==> config.mk <==
export PLATFORM = sky130hd
export DESIGN_NAME = fcsc_top
export DESIGN_NICKNAME = d
export VERILOG_FILES = /design/src/core/fcsc_pkg.sv /design/src/core/fcsc_top.sv
export SDC_FILE = /design/constraint.sdc
export NUM_CORES = 1
export LEC_CHECK = 0
export BUFFER_PORTS_ARGS = -buffer_cell sky130_fd_sc_hd__buf_2
export CAP_MARGIN = 40
export CORE_MARGIN = 2
export CORE_UTILIZATION = 35
export CTS_CLUSTER_SIZE = 12
export DETAILED_ROUTE_END_ITERATION = 12
export PLACE_DENSITY = 0.61
export SLEW_MARGIN = 20
export SYNTH_ARGS = -nofsm -noshare
export SYNTH_HDL_FRONTEND = slang
export SYNTH_SLANG_ARGS = --single-unit
==> constraint.sdc <==
create_clock -name i_clk_sys -period 124.9 [get_ports i_clk_sys]
set_clock_uncertainty 0.05 [all_clocks]
set_input_delay 18.735 -clock i_clk_sys [delete_from_list [all_inputs] [get_ports i_clk_sys]]
set_output_delay 18.735 -clock i_clk_sys [all_outputs]
set_load 0.03 [all_outputs]
==> src/core/fcsc_pkg.sv <==
package fcsc_pkg;

  // ==========================================================================
  // serial interface selection
  typedef enum logic [1:0]
  {
    FCSC_IF_RS232,
    FCSC_IF_RS485_4W,
    FCSC_IF_RS485_2W,
    FCSC_IF_RS422
  } fcsc_iface_t;

  // ==========================================================================
  // contact function selection, two-bit code
  localparam logic [1:0] FCSC_FN_LATCHED = 2'h0;
  localparam logic [1:0] FCSC_FN_SERVICE = 2'h1;
  localparam logic [1:0] FCSC_FN_ACTIVE  = 2'h2;
  localparam logic [1:0] FCSC_FN_SPARE   = 2'h3;

  // ==========================================================================
  // baud rate selection codes
  typedef enum logic [2:0]
  {
    FCSC_BAUD_300,
    FCSC_BAUD_1200,
    FCSC_BAUD_2400,
    FCSC_BAUD_4800,
    FCSC_BAUD_9600,
    FCSC_BAUD_14400,
    FCSC_BAUD_19200,
    FCSC_BAUD_28800
  } fcsc_baud_t;

  // ==========================================================================
  // reset values and character framing
  localparam int          FCSC_ADDR_W       = 8;
  localparam logic [7:0]  FCSC_ADDR_RESET   = 8'h01;
  localparam logic [1:0]  FCSC_FN_RESET     = 2'h0;
  localparam logic [2:0]  FCSC_BAUD_RESET   = 3'h4;
  localparam logic [1:0]  FCSC_IFACE_RESET  = 2'h0;
  localparam int          FCSC_START_BITS   = 1;
  localparam int          FCSC_DATA_BITS    = 8;
  localparam int          FCSC_STOP_BITS    = 1;
  localparam int          FCSC_CLK_HZ       = 25000000;

  // divider in system clocks for one bit time at a given rate
  function automatic logic [16:0] fcsc_bit_div(input logic [2:0] code);
    int rate;
    begin
      rate = 9600;
      case (code)
        3'h0:    rate = 300;
        3'h1:    rate = 1200;
        3'h2:    rate = 2400;
        3'h3:    rate = 4800;
        3'h4:    rate = 9600;
        3'h5:    rate = 14400;
        3'h6:    rate = 19200;
        3'h7:    rate = 28800;
        default: rate = 9600;
      endcase
      fcsc_bit_div = 17'(FCSC_CLK_HZ / rate);
    end
  endfunction : fcsc_bit_div

endpackage : fcsc_pkg

==> src/core/fcsc_top.sv <==
`timescale 1ns/1ps
`default_nettype none

module fcsc_top
  import fcsc_pkg::*;
(
  // clock and reset
  input  wire  logic                    i_clk_sys,
  input  wire  logic                    i_rst,
  // configuration writes from the protocol engine
  input  wire  logic                    i_cfg_we,
  input  wire  fcsc_pkg::fcsc_iface_t   i_cfg_iface,
  input  wire  logic [7:0]              i_cfg_addr,
  input  wire  logic [1:0]              i_cfg_fn,
  input  wire  fcsc_pkg::fcsc_baud_t    i_cfg_baud,
  // serial commands, one-cycle pulses
  input  wire  logic                    i_cmd_fault_reset,
  input  wire  logic                    i_cmd_clr_srq,
  // amplifier conditions, asynchronous levels
  input  wire  logic                    i_fault,
  input  wire  logic                    i_attention,
  // configuration readback
  output logic [1:0]                    o_iface,
  output logic [7:0]                    o_addr,
  output logic [1:0]                    o_fn,
  output logic [2:0]                    o_baud,
  output logic [16:0]                   o_bit_div,
  output logic [3:0]                    o_char_bits,
  // contact drive, high means fault indicated, or a service request when the service function is selected
  output logic                          o_contact
);

  // ==========================================================================
  // state
  // every register of the block lives in this one struct, so reset and the
  // clocked update cannot drift apart; the flags keep their own bits apart
  // from the contact so that a function change never loses what was seen
  // while another function was selected
  typedef struct packed
  {
    // condition pin synchronisers and filtered levels
    logic [2:0]  fault_sync;
    logic [2:0]  attn_sync;
    logic        fault_f;
    logic        attn_f;
    // configuration held for the protocol engine and the line driver
    logic [1:0]  iface;
    logic [7:0]  addr;
    logic [1:0]  fn;
    logic [2:0]  baud;
    // indication flags and the registered contact
    logic        latch;
    logic        srq;
    logic        contact;
  } fcsc_state_t;

  fcsc_state_t st_r;
  fcsc_state_t st_nxt;

  // ==========================================================================
  // helper functions
  // pin filter: a level only moves once stages two and three agree, so a
  // single-cycle glitch that reaches stage two never reaches the contact
  function automatic logic fcsc_filter(input logic [2:0] sync, input logic level);
    logic res;
    begin
      res = level;
      if (sync[1] == sync[2])
      begin
        res = sync[2];
      end
      fcsc_filter = res;
    end
  endfunction : fcsc_filter

  // fault reset only counts while the filtered fault is gone; a reset sent
  // during a live fault is dropped, the host has to send it again later
  function automatic logic fcsc_reset_ok(input logic cmd, input logic fault_lvl);
    begin
      fcsc_reset_ok = cmd && !fault_lvl;
    end
  endfunction : fcsc_reset_ok

  // contact source for the selected function; the spare code falls back to
  // latched so an unexpected setting never hides a fault
  function automatic logic fcsc_contact_sel(
    input logic [1:0] fn,
    input logic       latch,
    input logic       srq,
    input logic       fault_lvl
  );
    logic res;
    begin
      res = latch;
      case (fn)
        FCSC_FN_LATCHED: res = latch;
        FCSC_FN_SERVICE: res = srq;
        FCSC_FN_ACTIVE:  res = fault_lvl;
        FCSC_FN_SPARE:   res = latch;
        default:         res = latch;
      endcase
      fcsc_contact_sel = res;
    end
  endfunction : fcsc_contact_sel

  // ==========================================================================
  // command qualification
  // all of these read the registered filtered levels, never the raw pins,
  // so a fault present in the cycle of a command still wins over it
  logic fault_reset_ok;
  logic srq_clear;
  logic latch_set;
  logic srq_set;

  assign fault_reset_ok = fcsc_reset_ok(i_cmd_fault_reset, st_r.fault_f);
  assign srq_clear      = i_cmd_clr_srq || fault_reset_ok;
  assign latch_set      = st_r.fault_f;
  assign srq_set        = st_r.attn_f || st_r.fault_f;

  // ==========================================================================
  // next state
  always_comb
  begin
    st_nxt = st_r;

    // three-stage sync on the asynchronous condition pins
    st_nxt.fault_sync = {st_r.fault_sync[1:0], i_fault};
    st_nxt.attn_sync  = {st_r.attn_sync[1:0], i_attention};

    // filtered levels, they trail the first stage by three cycles
    st_nxt.fault_f = fcsc_filter(st_r.fault_sync, st_r.fault_f);
    st_nxt.attn_f  = fcsc_filter(st_r.attn_sync, st_r.attn_f);

    // configuration: all four settings load together on one write
    if (i_cfg_we)
    begin
      st_nxt.iface = i_cfg_iface;
      st_nxt.addr  = i_cfg_addr;
      st_nxt.fn    = i_cfg_fn;
      st_nxt.baud  = i_cfg_baud;
    end

    // latched fault: clear first, set after, so a set in the same cycle wins
    if (fault_reset_ok)
    begin
      st_nxt.latch = 1'b0;
    end
    if (latch_set)
    begin
      st_nxt.latch = 1'b1;
    end

    // service request: cleared by either command, set wins the same way
    if (srq_clear)
    begin
      st_nxt.srq = 1'b0;
    end
    if (srq_set)
    begin
      st_nxt.srq = 1'b1;
    end

    // contact follows the new flag values, so a set shows on the same edge
    // as the flag; a function change lands one cycle after the write
    st_nxt.contact = fcsc_contact_sel(st_r.fn, st_nxt.latch, st_nxt.srq, st_r.fault_f);
  end

  // ==========================================================================
  // registers; sync reset puts the documented defaults in place
  always_ff @(posedge i_clk_sys)
  begin
    if (i_rst)
    begin
      st_r         <= '0;
      st_r.addr    <= FCSC_ADDR_RESET;
      st_r.fn      <= FCSC_FN_RESET;
      st_r.baud    <= FCSC_BAUD_RESET;
      st_r.iface   <= FCSC_IFACE_RESET;
    end
    else
    begin
      st_r <= st_nxt;
    end
  end

  // ==========================================================================
  // outputs, from flip-flops, a decode of them, or a constant
  // the bit divider is a pure decode of the baud register, so it changes
  // on the same edge as the readback; the character length never changes
  assign o_iface     = st_r.iface;
  assign o_addr      = st_r.addr;
  assign o_fn        = st_r.fn;
  assign o_baud      = st_r.baud;
  assign o_bit_div   = fcsc_bit_div(st_r.baud);
  assign o_char_bits = 4'(FCSC_START_BITS + FCSC_DATA_BITS + FCSC_STOP_BITS);
  assign o_contact   = st_r.contact;

endmodule : fcsc_top

`default_nettype wire

# After elaboration in Yosys (flattened, before gate mapping)
# Memories as Yosys holds them, arrays and structs flattened. A register that Yosys moved wholly into a read port is not among the register bits.
# Cells that the tools add are included.
# totals
memories	1
inputBits	22
regBits	26
romBits	104
output_inout_bits	37
ram_bits	0
latch_bits	0
# classes
mul	0
shifts	0
addsub	0
div_mod_pow	1
n_eq_ne	5
order_cmp	0
bitwise_logic	0
muxes	7
n_reduce_logical	6
# memory_table
memory	words	width	rd	rd_clocked_by_memory_dff	write_ports	line	rtl
(no name shown)	8	13	1	1	0	fcsc_pkg.sv:51	case (code)
# ops
operator	n
$div A26 B32 Y32 const A	1
$mux W3	2
$eq A2 B2 Y1 const B	2
$mux W1	4
$pmux W1 S3	1
$eq A1 B1 Y1	2
$eq A2 B1 Y1 const B	1
$logic_not A2 Y1	1
$logic_or A1 B1 Y1	2
$reduce_or A2 Y1	1
$logic_and A1 B1 Y1	1
$logic_not A1 Y1	1

# Longest topological paths before layout
# Gate-level depths: netlist of run 1.
# logic_depth
word_depth	6
mapped_depth	403
mapped_depth_nobuf	370

# Least setup slack after synthesis of run 1
# OpenSTA, ideal clock, no wires.
# synth_path
path_kind	register -> output
start	register (tool-made name)
end	output port o_bit_div[0]
path_stages_with_launch	393
n_path_buf	41
required_time_ns	106.115
path_slack_ns	34.806
t_arrival_ns	71.309
path_cell_list	dfxtp_1 buf_2 inv_2 clkbuf_1 clkbuf_1 buf_1 ha_1 o211ai_1 nor2_1 ha_1 nor2_1 a2111oi_4 mux2_2 nor2_1 ha_1 o21ai_0 a21oi_1 o211ai_1 [357 not listed] nand3_1 o21ai_1 ha_1 a21oi_1 nor2b_1 o21ai_0 nand2b_1 a21oi_1 nor2b_1 o21ai_0 nand2b_1 a21oi_1 nor2b_1 o21ai_0 nand2b_1 a2111oi_0 nand4_1 a211o_1
# synth_rtl
element	line	rtl
end: declaration	fcsc_top.sv:27	output logic [16:0] o_bit_div,

==> impl_metrics.json, run 1 <==
{
  "synth.distinct_cells": 125,
  "routed.top_layer": "met4",
  "cts_inserted_buffers": 5,
  "syn_inst": 3124,
  "viasPerCell": 5.77,
  "holdWs_ps": 390,
  "tns_ps": 0,
  "finalHoldViolations": 0,
  "dr_wl_met2_um": 28000,
  "rsz0062_at_grt": "false",
  "clock-sinks": 38,
  "drtIter0Drc": 1575,
  "synth_edf_count": 0,
  "rr_startpoint": "o_baud[0]",
  "crit_path_frequent_cell": "a21oi_1",
  "critPathMaxStageDelay_ps": 710,
  "ys.flop_type": "dfxtp_1",
  "clkTransAtPathRegs_ps": 60,
  "critical-path-slowest-cell": "or4_1",
  "cap_violations": 0,
  "grt_pass1_wl_um": 103000,
  "regArea_um2": 764,
  "ios": 59,
  "postSynthAreaPerCell_um2": 6.86,
  "die_h_um": 251,
  "cts_hold_buf": 0,
  "routed_wl_um": 62400,
  "tightest_slew_ps": 800,
  "relSlewSlack_pct": 46.2,
  "track_usage_pct": 19.0,
  "drtAntennaViolNets": 0,
  "wirelength_met1_um": 31000,
  "synth.cell_area_mm2": 0.0214,
  "fillers": 6434,
  "wl_per_cell_um": 16.0,
  "status": "completed",
  "mostFrequentLayoutCell": "nor2_1",
  "die_w_um": 251,
  "critPathArrivalTime_ps": 78730,
  "core-area_mm2": 0.0605,
  "slew_violations": 0,
  "drcViolationCount": 0,
  "layout_setup_ws_ps": 27380,
  "critPathKind": "reg -> out",
  "nets": 3397,
  "wl_met3_um": 2160,
  "post_cts_buffers": 0,
  "min_period_ps": 97520,
  "antenna_found_initial": 0,
  "drt_pass1_iterations": 6,
  "io_buffers": 54,
  "endpoint": "o_bit_div[0]",
  "final_cell_mix": "nor2_1, a21oi_1, ha_1",
  "rows": 90,
  "utilization_pct": 37.3,
  "endpoint_kind": "output pin",
  "dp_slack_ps": 28290,
  "required_ps": 106120,
  "die_area_mm2": 0.0632,
  "async_reset_ff_share_pct": 0,
  "cts-resized-gates": 0,
  "synth-seq-area-share_pct": 3.55,
  "cts_max_level": 2,
  "grt_max_degree": 47,
  "drive_gt1_share_pct": 8.95,
  "finalSetupViolCount": 0,
  "vias": 22400,
  "clockBufferDepth": 2,
  "cts_tree": "done",
  "reg2reg_slack_ps": 123280,
  "fin_crit_sh_pct": 78.1,
  "multi_input_area_mm2": 0.0197,
  "worstRegToRegCells": 5,
  "ys_ff_latch": 38,
  "worst-path-max-fanout": 29,
  "place_congestion": 0.885,
  "initial_core_util_pct": 35.4,
  "antenna_cells": 0,
  "hp-class": "reg -> reg",
  "clk_latency_ps": 280,
  "place.detailed.hpwl_um": 49400,
  "grt-ovfl-total": 0,
  "startpoint_type": "flop",
  "grt_pass1_vias": 20900,
  "ys_warn_count": 0,
  "cts_root_buf": "clkbuf_16",
  "syn_to_final_growth_pct": 5.20,
  "clock.fmax_ghz": 0.0103
}
## kinds of logic after synthesis
kind of cell / count (synthesis) / share of synthesized area (%)
other: 2 / 0.0350
muxes: 111 / 5.62
buffers and inverters: 245 / 4.83
adders and majority gates: 270 / 15.8
xor gates and xnor gates: 196 / 8.08
and+or+nand+nor: 1161 / 27.5
DFF: 38 / 3.55
AOI/OAI and AO/OA: 1101 / 34.6
## stage by stage
step | std cells | area (um2)
2_1_floorplan | 3128 | 21400
3_3_place_gp | 3875 | 22300
3_5_place_dp | 3878 | 22400
4_1_cts | 3886 | 22500
5_1_grt | 3888 | 22500
6_report | 3888 | 22500
## cell type report
type,count,area share (%)
clock buffer,5,0.555
clock inverter,3,0.194
inverter,131,2.18
multi-input combinational,2845,87.2
sequential,38,3.39
tap,782,4.34
timing repair buffer,84,2.16
## worst max-delay path, delay by kind of cell (launching register included)
family | cells | cell delay [ps]
adders and majority gates | 28 | 9230
xor gates and xnor gates | 3 | 820
buffers and inverters | 26 | 5540
muxes | 7 | 2150
AOI/OAI and AO/OA | 193 | 39930
and+or+nand+nor | 110 | 20210
DFF | 1 | 330
## cells in the mapped netlist (20+ instances only)
master / n / area [um2]
nand4_1: 36 / 225
nand2b_1: 92 / 576
o21bai_1: 27 / 203
a211oi_1: 38 / 285
nand3_1: 77 / 385
and3_1: 34 / 213
and2_1: 45 / 282
xor2_1: 76 / 666
clkbuf_1: 63 / 236
o211ai_1: 28 / 210
mux2_2: 65 / 732
o31ai_1: 43 / 323
a21o_1: 118 / 886
a21oi_1: 286 / 1430
inv_1: 117 / 439
a31oi_1: 36 / 225
nor2b_1: 44 / 275
nand2_1: 258 / 968
or2_2: 23 / 144
buf_4: 20 / 150
o21a_1: 68 / 510
mux2i_1: 39 / 390
or3_1: 26 / 163
nor2_1: 338 / 1270
buf_2: 21 / 105
o21ai_1: 20 / 100
nor3_1: 76 / 380
xnor2_1: 118 / 1030
ha_1: 270 / 3380
dfxtp_1: 38 / 761
o21ai_0: 215 / 1080
## layer usage
layer	GRT usage, %	vias up
met5	0	-
met3	1.09	74
met1	26.6	10300
met4	4.17	0
li1	-	11600
met2	32.0	420
## worst min path at each step
stage                       endpoint  startpoint  slack, ps  depth (start not counted)
after CTS                 st_nxt[25]  st_nxt[24]        400                          1
after floorplan           st_nxt[22]  st_nxt[21]        360                          1
after detailed placement  st_nxt[25]  st_nxt[24]        380                          1
after global routing      st_nxt[25]  st_nxt[24]        400                          1
after global placement    st_nxt[25]  st_nxt[24]        370                          1
final                     st_nxt[25]  st_nxt[24]        390                          1
Power of run 1 is left out: the tool's default activity adds up to more than one toggle a clock period on the data nets, which glitch-free logic cannot reach.
==> run 2, diff against run 1 <==
clock period = 90.6 ns   (was 124.9 ns; I/O delays follow)
==> impl_metrics.json, run 2 (synthesis gave the netlist of run 1 again) <==
{
  "grt_max_degree": 44,
  "antenna_found_initial": 0,
  "tns_ps": 0,
  "hold_path.startpoint": "st_nxt[24]",
  "rows": 90,
  "regArea_um2": 764,
  "wl_per_cell_um": 16.6,
  "fin_crit_sh_pct": 92.9,
  "io_buffers": 54,
  "drive_gt1_share_pct": 11.4,
  "mostFrequentLayoutCell": "nor2_1",
  "place.detailed.hpwl_um": 50700,
  "vias": 22800,
  "nets": 3420,
  "min_period_ps": 84170,
  "initial_core_util_pct": 35.4,
  "cts_inserted_buffers": 5,
  "critPathArrivalTime_ps": 70530,
  "relSlewSlack_pct": 43.9,
  "final_cell_mix": "nor2_1, a21oi_1, ha_1",
  "whs_path_depth": 1,
  "grt_pass1_wl_um": 106000,
  "cts_tree": "done",
  "critPathMaxStageDelay_ps": 640,
  "routed_wl_um": 65000,
  "grtUsageMet1_pct": 28.4,
  "syn_to_final_growth_pct": 7.67,
  "clk_latency_ps": 280,
  "use_met3_pct": 1.02,
  "track_usage_pct": 19.6,
  "endpoint_kind": "output pin",
  "die_area_mm2": 0.0632,
  "viasPerCell": 5.84,
  "path_buf_inv": 25,
  "cap_violations": 0,
  "rr_startpoint": "o_baud[0]",
  "clock.fmax_ghz": 0.0119,
  "core-area_mm2": 0.0605,
  "cts_root_buf": "clkbuf_16",
  "drt_pass1_iterations": 7,
  "finalSetupViolCount": 0,
  "slew_violations": 0,
  "die_w_um": 251,
  "grtUsageMet2_pct": 33.0,
  "place_congestion": 0.880,
  "ios": 59,
  "clock-sinks": 38,
  "status": "completed",
  "hp-class": "reg -> reg",
  "design_area_mm2": 0.0231,
  "worst-path-max-fanout": 22,
  "grt-busiest-layer": "met2",
  "drtAntennaViolNets": 0,
  "critical-path-slowest-cell": "nor4_2",
  "clkTransAtPathRegs_ps": 60,
  "tightest_slew_ps": 834,
  "required_ps": 76960,
  "fillers": 6487,
  "drcViolationCount": 0,
  "grt_pass1_vias": 20900,
  "drtIter0Drc": 1633,
  "die_h_um": 251,
  "cts_max_level": 2,
  "grt-ovfl-total": 0,
  "multi_input_area_mm2": 0.0200,
  "hold_end": "st_nxt[25]",
  "reg2reg_slack_ps": 88940,
  "startpoint_type": "flop",
  "critPathKind": "reg -> out",
  "path_delay_family": "compound AO/OA/AOI/OAI gates",
  "antenna_cells": 0,
  "clockBufferDepth": 2,
  "worstRegToRegCells": 5,
  "finalHoldViolations": 0,
  "post_dp_cell_area_mm2": 0.0224
}
run 2: cell count changes in the layout (fill, tap and decap cells not counted), moves of 4 or more:
cell     change
nor2_2       +4
a21oi_4      +4
nor3_1       -4
a21oi_1     -13
nor2_1       -4
buf_4       +24
a21oi_2      +9
o21ai_0      -6
run 2: repair_timing:
| item | CTS | global route |
|---|---|---|
| hold buffers | 0 | 0 |
| endpoints found under the setup margin | 0 | 3 |
| gates resized for setup | 0 | 84 |
| setup buffers | 0 | 19 |
run 2: how the worst max path moves through the flow:
stage	cells past startpoint	to	slack (ps)	startpoint
after global placement	362	o_bit_div[0]	1960	flop
after floorplan	392	o_bit_div[0]	5650	flop
after CTS	366	o_bit_div[0]	1340	flop
after detailed placement	364	o_bit_div[0]	1830	flop
final	369	o_bit_div[0]	6430	flop
after global routing	372	o_bit_div[0]	-340	flop
run 2: worst reg2reg max path, cell delays in order (launching register included):
cell	delay (ps)
dfxtp_1	320
mux2i_1	80
nor2_1	330
inv_1	190
ha_1	320
mux2_2	260
run 2: routing by layer:
metal | vias up | share of wire [%]
met3 | 43 | 4.1
met1 | 10600 | 50
met5 | - | 0
met4 | 0 | 0.98
li1 | 11700 | -
met2 | 500 | 45
run 2: metrics by stage:
step / util, % / setup slack [ps] / cells / hold WS [ps]
after global placement: 37.0 / 1960 / 3882 / 366
final: 38.2 / 6430 / 3911 / 382
after CTS: 37.4 / 1340 / 3892 / 383
after floorplan: - / 5650 / 3128 / 364
after global routing: 38.2 / -340 / 3911 / 406
after detailed placement: 37.1 / 1830 / 3884 / 373
run 2: layout make-up:
class                   count  area share (%)
multi-input cells        2845            86.5
flip-flops and latches     38            3.31
inverters                 131            2.18
clock inverters             3           0.298
well taps                 782            4.24
clock buffers               5           0.542
repair buffers            107            2.90
Power of run 2 is left out for the same reason.
